<file path="src/rdsc_pkg.sv">
package rdsc_pkg;
  // Register indices; byte address is four times the index
  localparam logic [7:0] IDX_REFERENCE_DETECT_CONTROL = 8'h19;
  localparam logic [7:0] IDX_STATUS_PIN_A_SELECT_POLARITY = 8'h1b;
  localparam logic [7:0] IDX_STATUS_PIN_B_SELECT_POLARITY = 8'h1c;
  localparam logic [7:0] IDX_INPUT_REFERENCE_CONTROL = 8'h1d;

  localparam logic [7:0] RST_REFERENCE_DETECT_CONTROL = 8'h55;
  localparam logic [7:0] RST_STATUS_PIN_A_SELECT_POLARITY = 8'h58;
  localparam logic [7:0] RST_STATUS_PIN_B_SELECT_POLARITY = 8'h28;
  localparam logic [7:0] RST_INPUT_REFERENCE_CONTROL = 8'h06;

  localparam logic [7:0] MASK_STATUS_SELECT_POLARITY = 8'hf8;
  localparam logic [7:0] MASK_INPUT_REFERENCE_CONTROL = 8'hbf;

  localparam int POS_SECOND_DETECT_METHOD = 6;
  localparam int POS_FIRST_DETECT_METHOD = 4;
  localparam int POS_SECOND_LEVEL = 2;
  localparam int POS_FIRST_LEVEL = 0;
  localparam int POS_SELECTOR = 4;
  localparam int POS_POLARITY = 3;
  localparam int POS_DETECTOR_BYPASS = 7;
  localparam int POS_SECOND_GROUND_TERM = 5;
  localparam int POS_FIRST_GROUND_TERM = 4;
  localparam int POS_SECOND_DIFF_TERM = 3;
  localparam int POS_FIRST_DIFF_TERM = 2;
  localparam int POS_SECOND_AC_BIAS = 1;
  localparam int POS_FIRST_AC_BIAS = 0;

  localparam logic [3:0] SEL_FIRST_SIGNAL_LOSS = 4'h0;
  localparam logic [3:0] SEL_SECOND_SIGNAL_LOSS = 4'h1;
  localparam logic [3:0] SEL_LOCK_LOSS = 4'h2;
  localparam logic [3:0] SEL_REF_DIV_HALF = 4'h3;
  localparam logic [3:0] SEL_FB_DIV_HALF = 4'h4;
  localparam logic [3:0] SEL_VCO_CAL = 4'h8;
  localparam logic [3:0] SEL_INTERRUPT = 4'ha;
  localparam logic [3:0] SEL_THIRD_DIV_HALF = 4'hb;
  localparam logic [3:0] SEL_NVM_ACTIVE = 4'hd;
  localparam logic [3:0] SEL_AUTO_SWITCH = 4'he;

  localparam logic [1:0] RESP_OKAY = 2'h0;
  localparam logic [1:0] RESP_SLVERR = 2'h2;

  typedef struct packed {
    logic first_signal_loss;
    logic second_signal_loss;
    logic lock_loss;
    logic ref_div_half;
    logic fb_div_half;
    logic third_div_half;
    logic vco_cal;
    logic interrupt_indication;
    logic nvm_active;
    logic auto_switch;
  } rdsc_evt_s;

  typedef struct packed {
    logic [1:0] second_input_detect_method;
    logic [1:0] first_input_detect_method;
    logic [1:0] second_input_comparator_level;
    logic [1:0] first_input_comparator_level;
    logic second_input_ground_termination;
    logic first_input_ground_termination;
    logic second_input_diff_termination;
    logic first_input_diff_termination;
    logic second_input_ac_bias;
    logic first_input_ac_bias;
  } rdsc_input_cfg_s;

  function automatic logic [11:0] rdsc_byte_addr(input logic [7:0] idx);
    return {2'b00, idx, 2'b00};
  endfunction : rdsc_byte_addr
endpackage : rdsc_pkg

</file>
<file path="src/rdsc_top.sv">
// Local design decision: the AXI4-Lite interface to the registers.
`timescale 1ns/1ps
// Overview of operation
// - Codes 0,1,2: signal losses, lock loss
// - Codes 3,4,11: divider outputs halved
// - Codes 8,13,14: calibration, memory, switch
// - Code 10: interrupt from flag bits
// - Pin B selector bits 7:4, resets lock-loss
// - Pin A polarity bit 3, resets high
// - Pin B polarity bit 3, resets high
// - Test override beats selector and polarity
// - Bypass bit 7 makes both inputs valid
// - Bypass leaves flags and pins untouched
// - Second detect method bits 7:6, reset 1
// - First detect method bits 5:4, reset 1
// - Second comparator level bits 3:2, reset 1
// - First comparator level bits 1:0, reset 1
// - Bits 5,4 enable ground terminations
// - Bits 3,2 enable differential terminations
// - Bits 1,0 enable AC input biasing
module rdsc_top (
  input wire logic ref_clk,
  input wire logic rst,
  input wire logic [11:0] s_axi_awaddr,
  input wire logic s_axi_awvalid,
  output logic s_axi_awready,
  input wire logic [31:0] s_axi_wdata,
  input wire logic [3:0] s_axi_wstrb,
  input wire logic s_axi_wvalid,
  output logic s_axi_wready,
  output logic [1:0] s_axi_bresp,
  output logic s_axi_bvalid,
  input wire logic s_axi_bready,
  input wire logic [11:0] s_axi_araddr,
  input wire logic s_axi_arvalid,
  output logic s_axi_arready,
  output logic [31:0] s_axi_rdata,
  output logic [1:0] s_axi_rresp,
  output logic s_axi_rvalid,
  input wire logic s_axi_rready,
  input wire logic first_signal_loss_raw,
  input wire logic second_signal_loss_raw,
  input wire logic lock_loss_raw,
  input wire logic ref_div_clk,
  input wire logic fb_div_clk,
  input wire logic third_div_clk,
  input wire logic vco_cal_raw,
  input wire logic nvm_active_raw,
  input wire logic auto_switch_raw,
  input wire logic [7:0] interrupt_flags_raw,
  input wire logic ref_div_bypassed,
  input wire logic third_div_bypassed,
  input wire logic test_override,
  input wire logic test_pin_a,
  input wire logic test_pin_b,
  output logic status_pin_a,
  output logic status_pin_b,
  output logic first_reference_valid,
  output logic second_reference_valid,
  output rdsc_pkg::rdsc_input_cfg_s input_cfg
);
  localparam int SYNC_W = 17;

  logic [7:0] reference_detect_control;
  logic [7:0] status_pin_a_select_polarity;
  logic [7:0] status_pin_b_select_polarity;
  logic [7:0] input_reference_control;
  logic wr_req;
  logic [11:0] wr_addr;
  logic [31:0] wr_data;
  logic [3:0] wr_strb;
  logic wr_ok;
  logic wr_lane;
  logic [11:0] rd_addr;
  logic [31:0] rd_data;
  logic rd_ok;
  logic [SYNC_W-1:0] raw_in;
  logic [SYNC_W-1:0] sync_meta;
  logic [SYNC_W-1:0] sync_in;
  logic [2:0] div_last;
  logic [2:0] div_half;
  logic [3:0] sel_a;
  logic [3:0] sel_b;
  logic pol_a;
  logic pol_b;
  logic detector_bypass;
  rdsc_pkg::rdsc_evt_s evt;

  rdsc_axil_slave u_bus (
    .ref_clk(ref_clk),
    .rst(rst),
    .awaddr(s_axi_awaddr),
    .awvalid(s_axi_awvalid),
    .awready(s_axi_awready),
    .wdata(s_axi_wdata),
    .wstrb(s_axi_wstrb),
    .wvalid(s_axi_wvalid),
    .wready(s_axi_wready),
    .bresp(s_axi_bresp),
    .bvalid(s_axi_bvalid),
    .bready(s_axi_bready),
    .araddr(s_axi_araddr),
    .arvalid(s_axi_arvalid),
    .arready(s_axi_arready),
    .rdata(s_axi_rdata),
    .rresp(s_axi_rresp),
    .rvalid(s_axi_rvalid),
    .rready(s_axi_rready),
    .wr_req(wr_req),
    .wr_addr(wr_addr),
    .wr_data(wr_data),
    .wr_strb(wr_strb),
    .wr_ok(wr_ok),
    .rd_addr(rd_addr),
    .rd_data(rd_data),
    .rd_ok(rd_ok)
  );

  // Address decode, shared by both directions
  function automatic logic reg_hit(input logic [11:0] a);
    return a == rdsc_pkg::rdsc_byte_addr(rdsc_pkg::IDX_REFERENCE_DETECT_CONTROL)
      || a == rdsc_pkg::rdsc_byte_addr(rdsc_pkg::IDX_STATUS_PIN_A_SELECT_POLARITY)
      || a == rdsc_pkg::rdsc_byte_addr(rdsc_pkg::IDX_STATUS_PIN_B_SELECT_POLARITY)
      || a == rdsc_pkg::rdsc_byte_addr(rdsc_pkg::IDX_INPUT_REFERENCE_CONTROL);
  endfunction : reg_hit

  assign wr_ok = reg_hit(wr_addr);
  assign rd_ok = reg_hit(rd_addr);
  // Registers are a byte wide, so only lane 0 carries data
  assign wr_lane = wr_req && wr_strb[0];

  always_ff @(posedge ref_clk or posedge rst)
  begin
    if (rst)
      reference_detect_control <= rdsc_pkg::RST_REFERENCE_DETECT_CONTROL;
    else if (wr_lane && wr_addr == rdsc_pkg::rdsc_byte_addr(
        rdsc_pkg::IDX_REFERENCE_DETECT_CONTROL))
      reference_detect_control <= wr_data[7:0];
  end

  always_ff @(posedge ref_clk or posedge rst)
  begin
    if (rst)
      status_pin_a_select_polarity <= rdsc_pkg::RST_STATUS_PIN_A_SELECT_POLARITY;
    else if (wr_lane && wr_addr == rdsc_pkg::rdsc_byte_addr(
        rdsc_pkg::IDX_STATUS_PIN_A_SELECT_POLARITY))
      status_pin_a_select_polarity <= wr_data[7:0] & rdsc_pkg::MASK_STATUS_SELECT_POLARITY;
  end

  always_ff @(posedge ref_clk or posedge rst)
  begin
    if (rst)
      status_pin_b_select_polarity <= rdsc_pkg::RST_STATUS_PIN_B_SELECT_POLARITY;
    else if (wr_lane && wr_addr == rdsc_pkg::rdsc_byte_addr(
        rdsc_pkg::IDX_STATUS_PIN_B_SELECT_POLARITY))
      status_pin_b_select_polarity <= wr_data[7:0] & rdsc_pkg::MASK_STATUS_SELECT_POLARITY;
  end

  always_ff @(posedge ref_clk or posedge rst)
  begin
    if (rst)
      input_reference_control <= rdsc_pkg::RST_INPUT_REFERENCE_CONTROL;
    else if (wr_lane && wr_addr == rdsc_pkg::rdsc_byte_addr(
        rdsc_pkg::IDX_INPUT_REFERENCE_CONTROL))
      input_reference_control <= wr_data[7:0] & rdsc_pkg::MASK_INPUT_REFERENCE_CONTROL;
  end

  always_comb
  begin
    rd_data = 32'h0000_0000;
    case (rd_addr)
      rdsc_pkg::rdsc_byte_addr(rdsc_pkg::IDX_REFERENCE_DETECT_CONTROL):
        rd_data[7:0] = reference_detect_control;
      rdsc_pkg::rdsc_byte_addr(rdsc_pkg::IDX_STATUS_PIN_A_SELECT_POLARITY):
        rd_data[7:0] = status_pin_a_select_polarity;
      rdsc_pkg::rdsc_byte_addr(rdsc_pkg::IDX_STATUS_PIN_B_SELECT_POLARITY):
        rd_data[7:0] = status_pin_b_select_polarity;
      rdsc_pkg::rdsc_byte_addr(rdsc_pkg::IDX_INPUT_REFERENCE_CONTROL):
        rd_data[7:0] = input_reference_control;
      default: rd_data = 32'h0000_0000;
    endcase
  end

  assign sel_a = status_pin_a_select_polarity[rdsc_pkg::POS_SELECTOR +: 4];
  assign sel_b = status_pin_b_select_polarity[rdsc_pkg::POS_SELECTOR +: 4];
  assign pol_a = status_pin_a_select_polarity[rdsc_pkg::POS_POLARITY];
  assign pol_b = status_pin_b_select_polarity[rdsc_pkg::POS_POLARITY];
  assign detector_bypass = input_reference_control[rdsc_pkg::POS_DETECTOR_BYPASS];

  always_comb
  begin
    input_cfg.second_input_detect_method =
      reference_detect_control[rdsc_pkg::POS_SECOND_DETECT_METHOD +: 2];
    input_cfg.first_input_detect_method =
      reference_detect_control[rdsc_pkg::POS_FIRST_DETECT_METHOD +: 2];
    input_cfg.second_input_comparator_level =
      reference_detect_control[rdsc_pkg::POS_SECOND_LEVEL +: 2];
    input_cfg.first_input_comparator_level =
      reference_detect_control[rdsc_pkg::POS_FIRST_LEVEL +: 2];
    input_cfg.second_input_ground_termination =
      input_reference_control[rdsc_pkg::POS_SECOND_GROUND_TERM];
    input_cfg.first_input_ground_termination =
      input_reference_control[rdsc_pkg::POS_FIRST_GROUND_TERM];
    input_cfg.second_input_diff_termination =
      input_reference_control[rdsc_pkg::POS_SECOND_DIFF_TERM];
    input_cfg.first_input_diff_termination =
      input_reference_control[rdsc_pkg::POS_FIRST_DIFF_TERM];
    input_cfg.second_input_ac_bias =
      input_reference_control[rdsc_pkg::POS_SECOND_AC_BIAS];
    input_cfg.first_input_ac_bias =
      input_reference_control[rdsc_pkg::POS_FIRST_AC_BIAS];
  end

  assign raw_in = {first_signal_loss_raw, second_signal_loss_raw, lock_loss_raw,
                   ref_div_clk, fb_div_clk, third_div_clk, vco_cal_raw,
                   nvm_active_raw, auto_switch_raw, interrupt_flags_raw};

  // Detector and PLL signals are asynchronous to ref_clk
  always_ff @(posedge ref_clk or posedge rst)
  begin
    if (rst)
    begin
      sync_meta <= '0;
      sync_in <= '0;
    end
    else
    begin
      sync_meta <= raw_in;
      sync_in <= sync_meta;
    end
  end

  // Halving toggles; divider clocks must stay below ref_clk over two
  always_ff @(posedge ref_clk or posedge rst)
  begin
    if (rst)
    begin
      div_last <= 3'h0;
      div_half <= 3'h0;
    end
    else
    begin
      div_last <= sync_in[13:11];
      div_half <= div_half ^ (sync_in[13:11] & ~div_last);
    end
  end

  always_comb
  begin
    evt.first_signal_loss = sync_in[16];
    evt.second_signal_loss = sync_in[15];
    evt.lock_loss = sync_in[14];
    evt.ref_div_half = div_half[2] && !ref_div_bypassed;
    evt.fb_div_half = div_half[1];
    evt.third_div_half = div_half[0] && !third_div_bypassed;
    evt.vco_cal = sync_in[10];
    evt.nvm_active = sync_in[9];
    evt.auto_switch = sync_in[8];
    evt.interrupt_indication = |sync_in[7:0];
  end

  always_ff @(posedge ref_clk or posedge rst)
  begin
    if (rst)
    begin
      first_reference_valid <= 1'b0;
      second_reference_valid <= 1'b0;
    end
    else
    begin
      first_reference_valid <= detector_bypass || !evt.first_signal_loss;
      second_reference_valid <= detector_bypass || !evt.second_signal_loss;
    end
  end

  rdsc_status_mux u_pin_a (
    .ref_clk(ref_clk),
    .rst(rst),
    .sel(sel_a),
    .pol(pol_a),
    .evt(evt),
    .test_active(test_override),
    .test_level(test_pin_a),
    .pin(status_pin_a)
  );

  rdsc_status_mux u_pin_b (
    .ref_clk(ref_clk),
    .rst(rst),
    .sel(sel_b),
    .pol(pol_b),
    .evt(evt),
    .test_active(test_override),
    .test_level(test_pin_b),
    .pin(status_pin_b)
  );
endmodule : rdsc_top

</file>
<file path="src/rdsc_status_mux.sv">
`timescale 1ns/1ps
module rdsc_status_mux (
  input wire logic ref_clk,
  input wire logic rst,
  input wire logic [3:0] sel,
  input wire logic pol,
  input wire rdsc_pkg::rdsc_evt_s evt,
  input wire logic test_active,
  input wire logic test_level,
  output logic pin
);
  logic ind;

  always_comb
  begin
    case (sel)
      rdsc_pkg::SEL_FIRST_SIGNAL_LOSS: ind = evt.first_signal_loss;
      rdsc_pkg::SEL_SECOND_SIGNAL_LOSS: ind = evt.second_signal_loss;
      rdsc_pkg::SEL_LOCK_LOSS: ind = evt.lock_loss;
      rdsc_pkg::SEL_REF_DIV_HALF: ind = evt.ref_div_half;
      rdsc_pkg::SEL_FB_DIV_HALF: ind = evt.fb_div_half;
      rdsc_pkg::SEL_THIRD_DIV_HALF: ind = evt.third_div_half;
      rdsc_pkg::SEL_VCO_CAL: ind = evt.vco_cal;
      rdsc_pkg::SEL_NVM_ACTIVE: ind = evt.nvm_active;
      rdsc_pkg::SEL_AUTO_SWITCH: ind = evt.auto_switch;
      rdsc_pkg::SEL_INTERRUPT: ind = evt.interrupt_indication;
      // Reserved codes give an inactive indication
      default: ind = 1'b0;
    endcase
  end

  always_ff @(posedge ref_clk or posedge rst)
  begin
    if (rst)
      pin <= 1'b0;
    else if (test_active)
      pin <= test_level;
    else
      pin <= ind ~^ pol;
  end
endmodule : rdsc_status_mux

</file>
<file path="src/rdsc_axil_slave.sv">
`timescale 1ns/1ps
module rdsc_axil_slave (
  input wire logic ref_clk,
  input wire logic rst,
  input wire logic [11:0] awaddr,
  input wire logic awvalid,
  output logic awready,
  input wire logic [31:0] wdata,
  input wire logic [3:0] wstrb,
  input wire logic wvalid,
  output logic wready,
  output logic [1:0] bresp,
  output logic bvalid,
  input wire logic bready,
  input wire logic [11:0] araddr,
  input wire logic arvalid,
  output logic arready,
  output logic [31:0] rdata,
  output logic [1:0] rresp,
  output logic rvalid,
  input wire logic rready,
  output logic wr_req,
  output logic [11:0] wr_addr,
  output logic [31:0] wr_data,
  output logic [3:0] wr_strb,
  input wire logic wr_ok,
  output logic [11:0] rd_addr,
  input wire logic [31:0] rd_data,
  input wire logic rd_ok
);
  logic aw_held;
  logic w_held;

  assign awready = !aw_held;
  assign wready = !w_held;
  // Only one write in flight: commit waits for the previous response
  assign wr_req = aw_held && w_held && !bvalid;
  assign arready = !rvalid;
  assign rd_addr = araddr;

  always_ff @(posedge ref_clk or posedge rst)
  begin
    if (rst)
    begin
      aw_held <= 1'b0;
      wr_addr <= 12'h000;
    end
    else if (awvalid && awready)
    begin
      aw_held <= 1'b1;
      wr_addr <= awaddr;
    end
    else if (wr_req)
      aw_held <= 1'b0;
  end

  always_ff @(posedge ref_clk or posedge rst)
  begin
    if (rst)
    begin
      w_held <= 1'b0;
      wr_data <= 32'h0000_0000;
      wr_strb <= 4'h0;
    end
    else if (wvalid && wready)
    begin
      w_held <= 1'b1;
      wr_data <= wdata;
      wr_strb <= wstrb;
    end
    else if (wr_req)
      w_held <= 1'b0;
  end

  always_ff @(posedge ref_clk or posedge rst)
  begin
    if (rst)
    begin
      bvalid <= 1'b0;
      bresp <= rdsc_pkg::RESP_OKAY;
    end
    else if (wr_req)
    begin
      bvalid <= 1'b1;
      bresp <= wr_ok ? rdsc_pkg::RESP_OKAY : rdsc_pkg::RESP_SLVERR;
    end
    else if (bready)
      bvalid <= 1'b0;
  end

  always_ff @(posedge ref_clk or posedge rst)
  begin
    if (rst)
    begin
      rvalid <= 1'b0;
      rdata <= 32'h0000_0000;
      rresp <= rdsc_pkg::RESP_OKAY;
    end
    else if (arvalid && arready)
    begin
      rvalid <= 1'b1;
      rdata <= rd_data;
      rresp <= rd_ok ? rdsc_pkg::RESP_OKAY : rdsc_pkg::RESP_SLVERR;
    end
    else if (rready)
      rvalid <= 1'b0;
  end
endmodule : rdsc_axil_slave

</file>
<file path="config.mk">
export PLATFORM = sky130hd
export DESIGN_NAME = rdsc_top
export DESIGN_NICKNAME = d
export VERILOG_FILES = /design/src/rdsc_pkg.sv /design/src/rdsc_top.sv /design/src/rdsc_status_mux.sv /design/src/rdsc_axil_slave.sv
export SDC_FILE = /design/constraint.sdc
export NUM_CORES = 1
export LEC_CHECK = 0
export ABC_AREA = 1
export BUFFER_PORTS_ARGS = -buffer_cell sky130_fd_sc_hd__buf_4
export CAP_MARGIN = 20
export CORE_ASPECT_RATIO = 2
export CORE_UTILIZATION = 36
export CTS_CLUSTER_DIAMETER = 50
export DETAILED_ROUTE_END_ITERATION = 8
export PLACE_DENSITY = 0.64
export SYNTH_ARGS = -nofsm -noshare
export SYNTH_HDL_FRONTEND = slang
export SYNTH_HIERARCHICAL = 1
export SYNTH_SLANG_ARGS = --single-unit
</file>
<file path="constraint.sdc">
create_clock -name ref_clk -period 2.51 [get_ports ref_clk]
set_input_delay 0.502 -clock ref_clk [delete_from_list [all_inputs] [get_ports ref_clk]]
set_output_delay 0.502 -clock ref_clk [all_outputs]
set_load 0.02 [all_outputs]
</file>
==> impl_metrics.toml, run 1 <==
[cts]
worstSkewPairLatency_ps = 420
ctsResizeCount = 0
cts_max_path_buffers = 2
htreeDepth = 4
cts_tree = "yes"
cts_buffers = 17
clock_sink_count = 128
cts_root_buf = "clkbuf_16"
path_clk_slew_ps = 60

[detailed_routing]
drtPass1Iterations = 5
drc = 0
via_per_inst = 4.54
antenna_left = 0
dr.first_iter.drc_count = 174
drt-total-wl_um = 12600
num_vias = 4365
wl_per_cell_um = 13.1

[timing]
period_share = 0.750
fin_crit_ps = 1880
rsz0062_at_grt = "false"
fin_skew_ps = 11.0
worst_slew_pin_slew_ps = 618
fin_ws_ps = 627
drv_slew = 0
hold_violations = 0
maxSlewHeadroom = 0.586
finalSetupViolCount = 0
max_freq_mhz = 531
fin_tns_setup_ps = 0

[power_and_ir_drop]
irDropWorstVdd_mv = 0.668
powerDensity_mw_per_mm2 = 925
p_leak_nw = 3.85

[critical_path]
crit_fanout = 14
timing.rr.start = "u_bus/aw_held$_DFFE_PP0P_"
crit_end = "s_axi_awready"
critPathLaunchType = "flip-flop"
worst_path_max_delay_cell = "dfrtp_1"
cp.arrival_ps = 1380
critPathKind = "reg2out"
startpoint = "u_bus/aw_held$_DFFE_PP0P_"
r2r-end = "reference_detect_control[1]$_DFFE_PP0P_"
cp-end-kind = "output port"
crit_chain = "inv_1 > buf_4"
r2r_cells = 8
cp_slowest_stage_delay_ps = 420
ff2ff_setup_slack_ps = 770
critPathRequiredTime_ps = 2010

[grt]
grt_overflow = 0
track_usage = 0.170
grt_pass1_vias = 4415
grt_pass1_wl_um = 21600
grt_max_degree = 43
antenna_found_initial = 0

[job]
maxCapViolations = 0

[outcome]
status = "finished clean"

[worst_hold_path]
hold_depth = 1
hp-class = "in2reg"

[finish]
area_delta_synth_final_pct = 28.5
final_cell_mix = "nand2_1 (217), buf_4 (122), dfrtp_1 (117)"
fin_nets = 841
post_route_cells_drive_above_1_share = 0.270
final_common_cell = "nand2_1"
num_antenna_cells = 0

[floorplanning]
start_util = 0.372
chipWidth_um = 91.1
die_height_um = 180
num_rows = 64
dieArea_mm2 = 0.0164
core-area_mm2 = 0.0154
ioPinCount = 148

[synth]
yosys_warnings = 6
syn_inst = 630
avgSynthCellArea_um2 = 9.08
netlist_area_mm2 = 0.00572

[placed_design]
hpwl_um = 9300
place_congestion = 0.795
post-place-ws_ps = 745
portBuffers = 118
==> layer usage <==
metal / global-route usage / vias up / wire (µm)
met5: 0 / - / 0
met4: 0.0876 / 0 / 425
met3: 0.0371 / 31 / 465
met2: 0.316 / 120 / 7020
met1: 0.175 / 2002 / 4730
li1: - / 2212 / -
==> worst min-delay path by stage <==
| stage | slack, ps | from | to |
|---|---|---|---|
| global route | 170 | ref_div_clk | sync_meta[13]$_DFF_PP0_ |
| global placement | 330 | sync_meta[4]$_DFF_PP0_ | sync_in[4]$_DFF_PP0_ |
| finish | 190 | ref_div_clk | sync_meta[13]$_DFF_PP0_ |
| CTS | 170 | interrupt_flags_raw[7] | sync_meta[7]$_DFF_PP0_ |
| detailed placement | 330 | sync_meta[10]$_DFF_PP0_ | sync_in[10]$_DFF_PP0_ |
| floorplan | 230 | rst | u_pin_a/pin$_DFF_PP0_ |
==> final cells by class <==
type	instances	area, µm²
Multi-Input combinational cell	431	2060
Clock inverter	13	233
Tap cell	198	248
Clock buffer	18	439
Timing Repair Buffer	125	966
Sequential cell	128	3220
Inverter	49	184
Fill cell	1524	8030
==> metrics by stage <==
stage / area (µm²) / instances / power [W] / hold slack, ps / util
detailed placement: 6670 / 930 / 0.00403 / 335 / 0.434
CTS: 7350 / 962 / 0.00689 / 172 / 0.478
floorplan: 5810 / 654 / 0.00364 / 231 / -
global route: 7350 / 962 / 0.00717 / 173 / 0.478
finish: 7350 / 962 / 0.00680 / 195 / 0.478
global placement: 6670 / 930 / 0.00399 / 332 / 0.434
==> registers in the layout, summed over array words and instances, names as in the netlist, 3 cells and up <==
| name | flops |
|---|---|
| input_reference_control | 7 |
| div_half | 3 |
| reference_detect_control | 8 |
| status_pin_a_select_polarity | 5 |
| u_bus/rdata | 32 |
| u_bus/wr_addr | 12 |
| div_last | 3 |
| sync_meta | 17 |
| status_pin_b_select_polarity | 5 |
| u_bus/wr_data | 8 |
| sync_in | 17 |
==> power by group <==
group	internal (W)	switching, W	leakage (nW)	total (W)
registers	0.00241	0.000269	1.56	0.00268
logic	0.000477	0.000831	1.96	0.00131
clock network	0.00189	0.000924	0.327	0.00281
total	0.00477	0.00202	3.85	0.00680
==> critical path, delay by kind of cell (launching register included) <==
| family | cells | cell delay, ps |
|---|---|---|
| buffers and inverters | 2 | 540 |
| DFF | 1 | 420 |
==> what timing repair did <==
action | in CTS | in global routing
hold endpoints to repair | 2 | 0
hold buffers | 1 | 0
setup buffers | 0 | 0
Note: power is estimated with default switching activity, not from simulation.
==> run 2, diff against run 1 <==
--- a/config.mk
+++ b/config.mk
@@ -12,7 +12,7 @@
 export CORE_UTILIZATION = 36
 export CTS_CLUSTER_DIAMETER = 50
 export DETAILED_ROUTE_END_ITERATION = 8
-export PLACE_DENSITY = 0.64
+export PLACE_DENSITY = 0.62
 export SYNTH_ARGS = -nofsm -noshare
 export SYNTH_HDL_FRONTEND = slang
 export SYNTH_HIERARCHICAL = 1
==> constraint.sdc (replaced) <==
create_clock -name ref_clk -period 1.79 [get_ports ref_clk]
set_input_delay 0.358 -clock ref_clk [delete_from_list [all_inputs] [get_ports ref_clk]]
set_output_delay 0.358 -clock ref_clk [all_outputs]
set_load 0.02 [all_outputs]
==> impl_metrics.toml, run 2 (synthesized netlist as in run 1, its figures left out) <==
[placed_design]
place_area_mm2 = 0.00675
place_congestion = 0.810
portBuffers = 118
hpwl_um = 9580

[critical_path]
critPathLaunchType = "flip-flop"
cp_common_cell = "buf_4"
r2r-end = "status_pin_b_select_polarity[6]$_DFFE_PP0P_"
r2r_cells = 8
cp_slowest_stage_delay_ps = 370
crit_fanout = 7
cp-end-kind = "output port"
crit_chain = "buf_4 > inv_1 > buf_4"
cp.arrival_ps = 1300
ff2ff_setup_slack_ps = 340
critPathKind = "reg2out"
critPathRequiredTime_ps = 1430
timing.rr.start = "u_bus/w_held$_DFFE_PP0P_"
worst_path_max_delay_cell = "dfrtp_1"

[power_and_ir_drop]
clkPwrFrac = 0.369
p_leak_nw = 3.84
pwr-share-seq = 0.420
netSwitchingFraction = 0.320
powerDensity_mw_per_mm2 = 1220
irDropWorstVdd_mv = 0.625
pwr-share-comb = 0.211
intPower_w = 0.00607
switching_power_w = 0.00286

[detailed_routing]
wl_per_cell_um = 12.9
top_layer_used = "met4"
drtPass1Iterations = 4
drc = 0
dr.first_iter.drc_count = 159
num_vias = 4390
via_per_inst = 4.52
drt-total-wl_um = 12500
antenna_left = 0
wl_met1_um = 4480
dr_wl_met2_um = 7260
wl_met3_um = 464

[finish]
post_route_cells_drive_above_1_share = 0.277
largest-register = "u_bus/rdata"
fillers = 1540
largest_register_ffs = 32
fin_nets = 849
final_cell_mix = "nand2_1 (217), buf_4 (129), dfrtp_1 (117)"
fin_area_mm2 = 0.00733
final_common_cell = "nand2_1"
area_delta_synth_final_pct = 28.2
num_antenna_cells = 0
reg_top3 = "u_bus/rdata: 32 flops, sync_in: 17 flops, sync_meta: 17 flops"

[floorplanning]
die_height_um = 180
start_util = 0.372
chipWidth_um = 91.1
num_rows = 64
ioPinCount = 148
dieArea_mm2 = 0.0164
core-area_mm2 = 0.0154

[timing]
rsz0062_at_grt = "false"
drv_slew = 0
finalSetupViolCount = 0
max_freq_mhz = 603
period_share = 0.927
fin_crit_ps = 1660
fin_tns_setup_ps = 0
fin_skew_ps = 8.92
hold_violations = 0

[worst_hold_path]
hp-class = "in2reg"
worstHoldEndpoint = "sync_meta[0]$_DFF_PP0_"
hold_depth = 1
hold_path_startpoint = "interrupt_flags_raw[0]"

[cts]
cts_root_buf = "clkbuf_16"
path_clk_slew_ps = 60
htreeDepth = 4
postCtsSetupBuffers = 0
cts_max_path_buffers = 2
ctsResizeCount = 0
worstSkewPairLatency_ps = 400
cts_buffers = 17
clock_sink_count = 128
cts_tree = "yes"

[grt]
grt_pass1_vias = 4226
antenna_found_initial = 0
grt_pass1_wl_um = 20700
track_usage = 0.162
grt_overflow = 0
grt_max_degree = 40

[outcome]
status = "finished clean"

[job]
maxCapViolations = 0
==> run 2: worst max-delay path by stage <==
stage,from,endpoint,slack (ps),cells after the start
2_1_floorplan,u_bus/bvalid$_DFFE_PP0P_,input_reference_control[0]$_DFFE_PP0P_,380,6
3_3_place_gp,s_axi_araddr[11],u_bus/rdata[3]$_DFFE_PP0P_,240,10
3_5_place_dp,s_axi_araddr[11],u_bus/rdata[3]$_DFFE_PP0P_,220,10
4_1_cts,u_bus/aw_held$_DFFE_PP0P_,s_axi_awready,80,3
5_1_grt,u_bus/aw_held$_DFFE_PP0P_,s_axi_awready,30,3
6_report,u_bus/aw_held$_DFFE_PP0P_,s_axi_awready,130,3
==> run 2: stage by stage <==
stage / utilization / hold WS [ps] / std cells / setup WS [ps] / total power, W
final: 0.477 / 53.7 / 971 / 130 / 0.00893
after global routing: 0.477 / 30.9 / 971 / 26.6 / 0.00947
after global placement: 0.439 / 248 / 938 / 238 / 0.00567
after detailed placement: 0.439 / 251 / 938 / 223 / 0.00572
after floorplan: - / 86.7 / 654 / 383 / 0.00510
after CTS: 0.477 / 39.8 / 971 / 79.2 / 0.00906
==> run 2: layer usage <==
layer  GRT usage  vias up
met4      0.0749        0
li1            -     2231
met3      0.0333       20
met2       0.312      110
met5           0        -
met1       0.163     2029
==> run 2: what timing repair did <==
item                       CTS  global route
hold endpoints to repair    23             0
setup endpoints to repair    0             0
hold buffers                 1             0
==> run 2: power by group through the flow <==
stage	sequential, W	clock, W	combinational, W
after floorplan	0.00390	0	0.00120
after global placement	0.00378	0	0.00189
after detailed placement	0.00380	0	0.00191
after CTS	0.00376	0.00339	0.00192
after global routing	0.00382	0.00355	0.00210
final	0.00375	0.00329	0.00188
==> run 2: area by class of cell <==
cell class | instances | area, µm² | area share
repair buffers | 133 | 1040 | 0.142
clock buffers | 19 | 443 | 0.0604
flip-flops and latches | 128 | 3220 | 0.439
clock inverters | 13 | 133 | 0.0181
inverters | 49 | 191 | 0.0261
well taps | 198 | 248 | 0.0338
multi-input cells | 431 | 2060 | 0.281
==> run 2: worst max-delay path: cells and delay by family, from the launching register on <==
kind | cells | cell delay (ps)
buffers and inverters | 3 | 520
DFF | 1 | 370
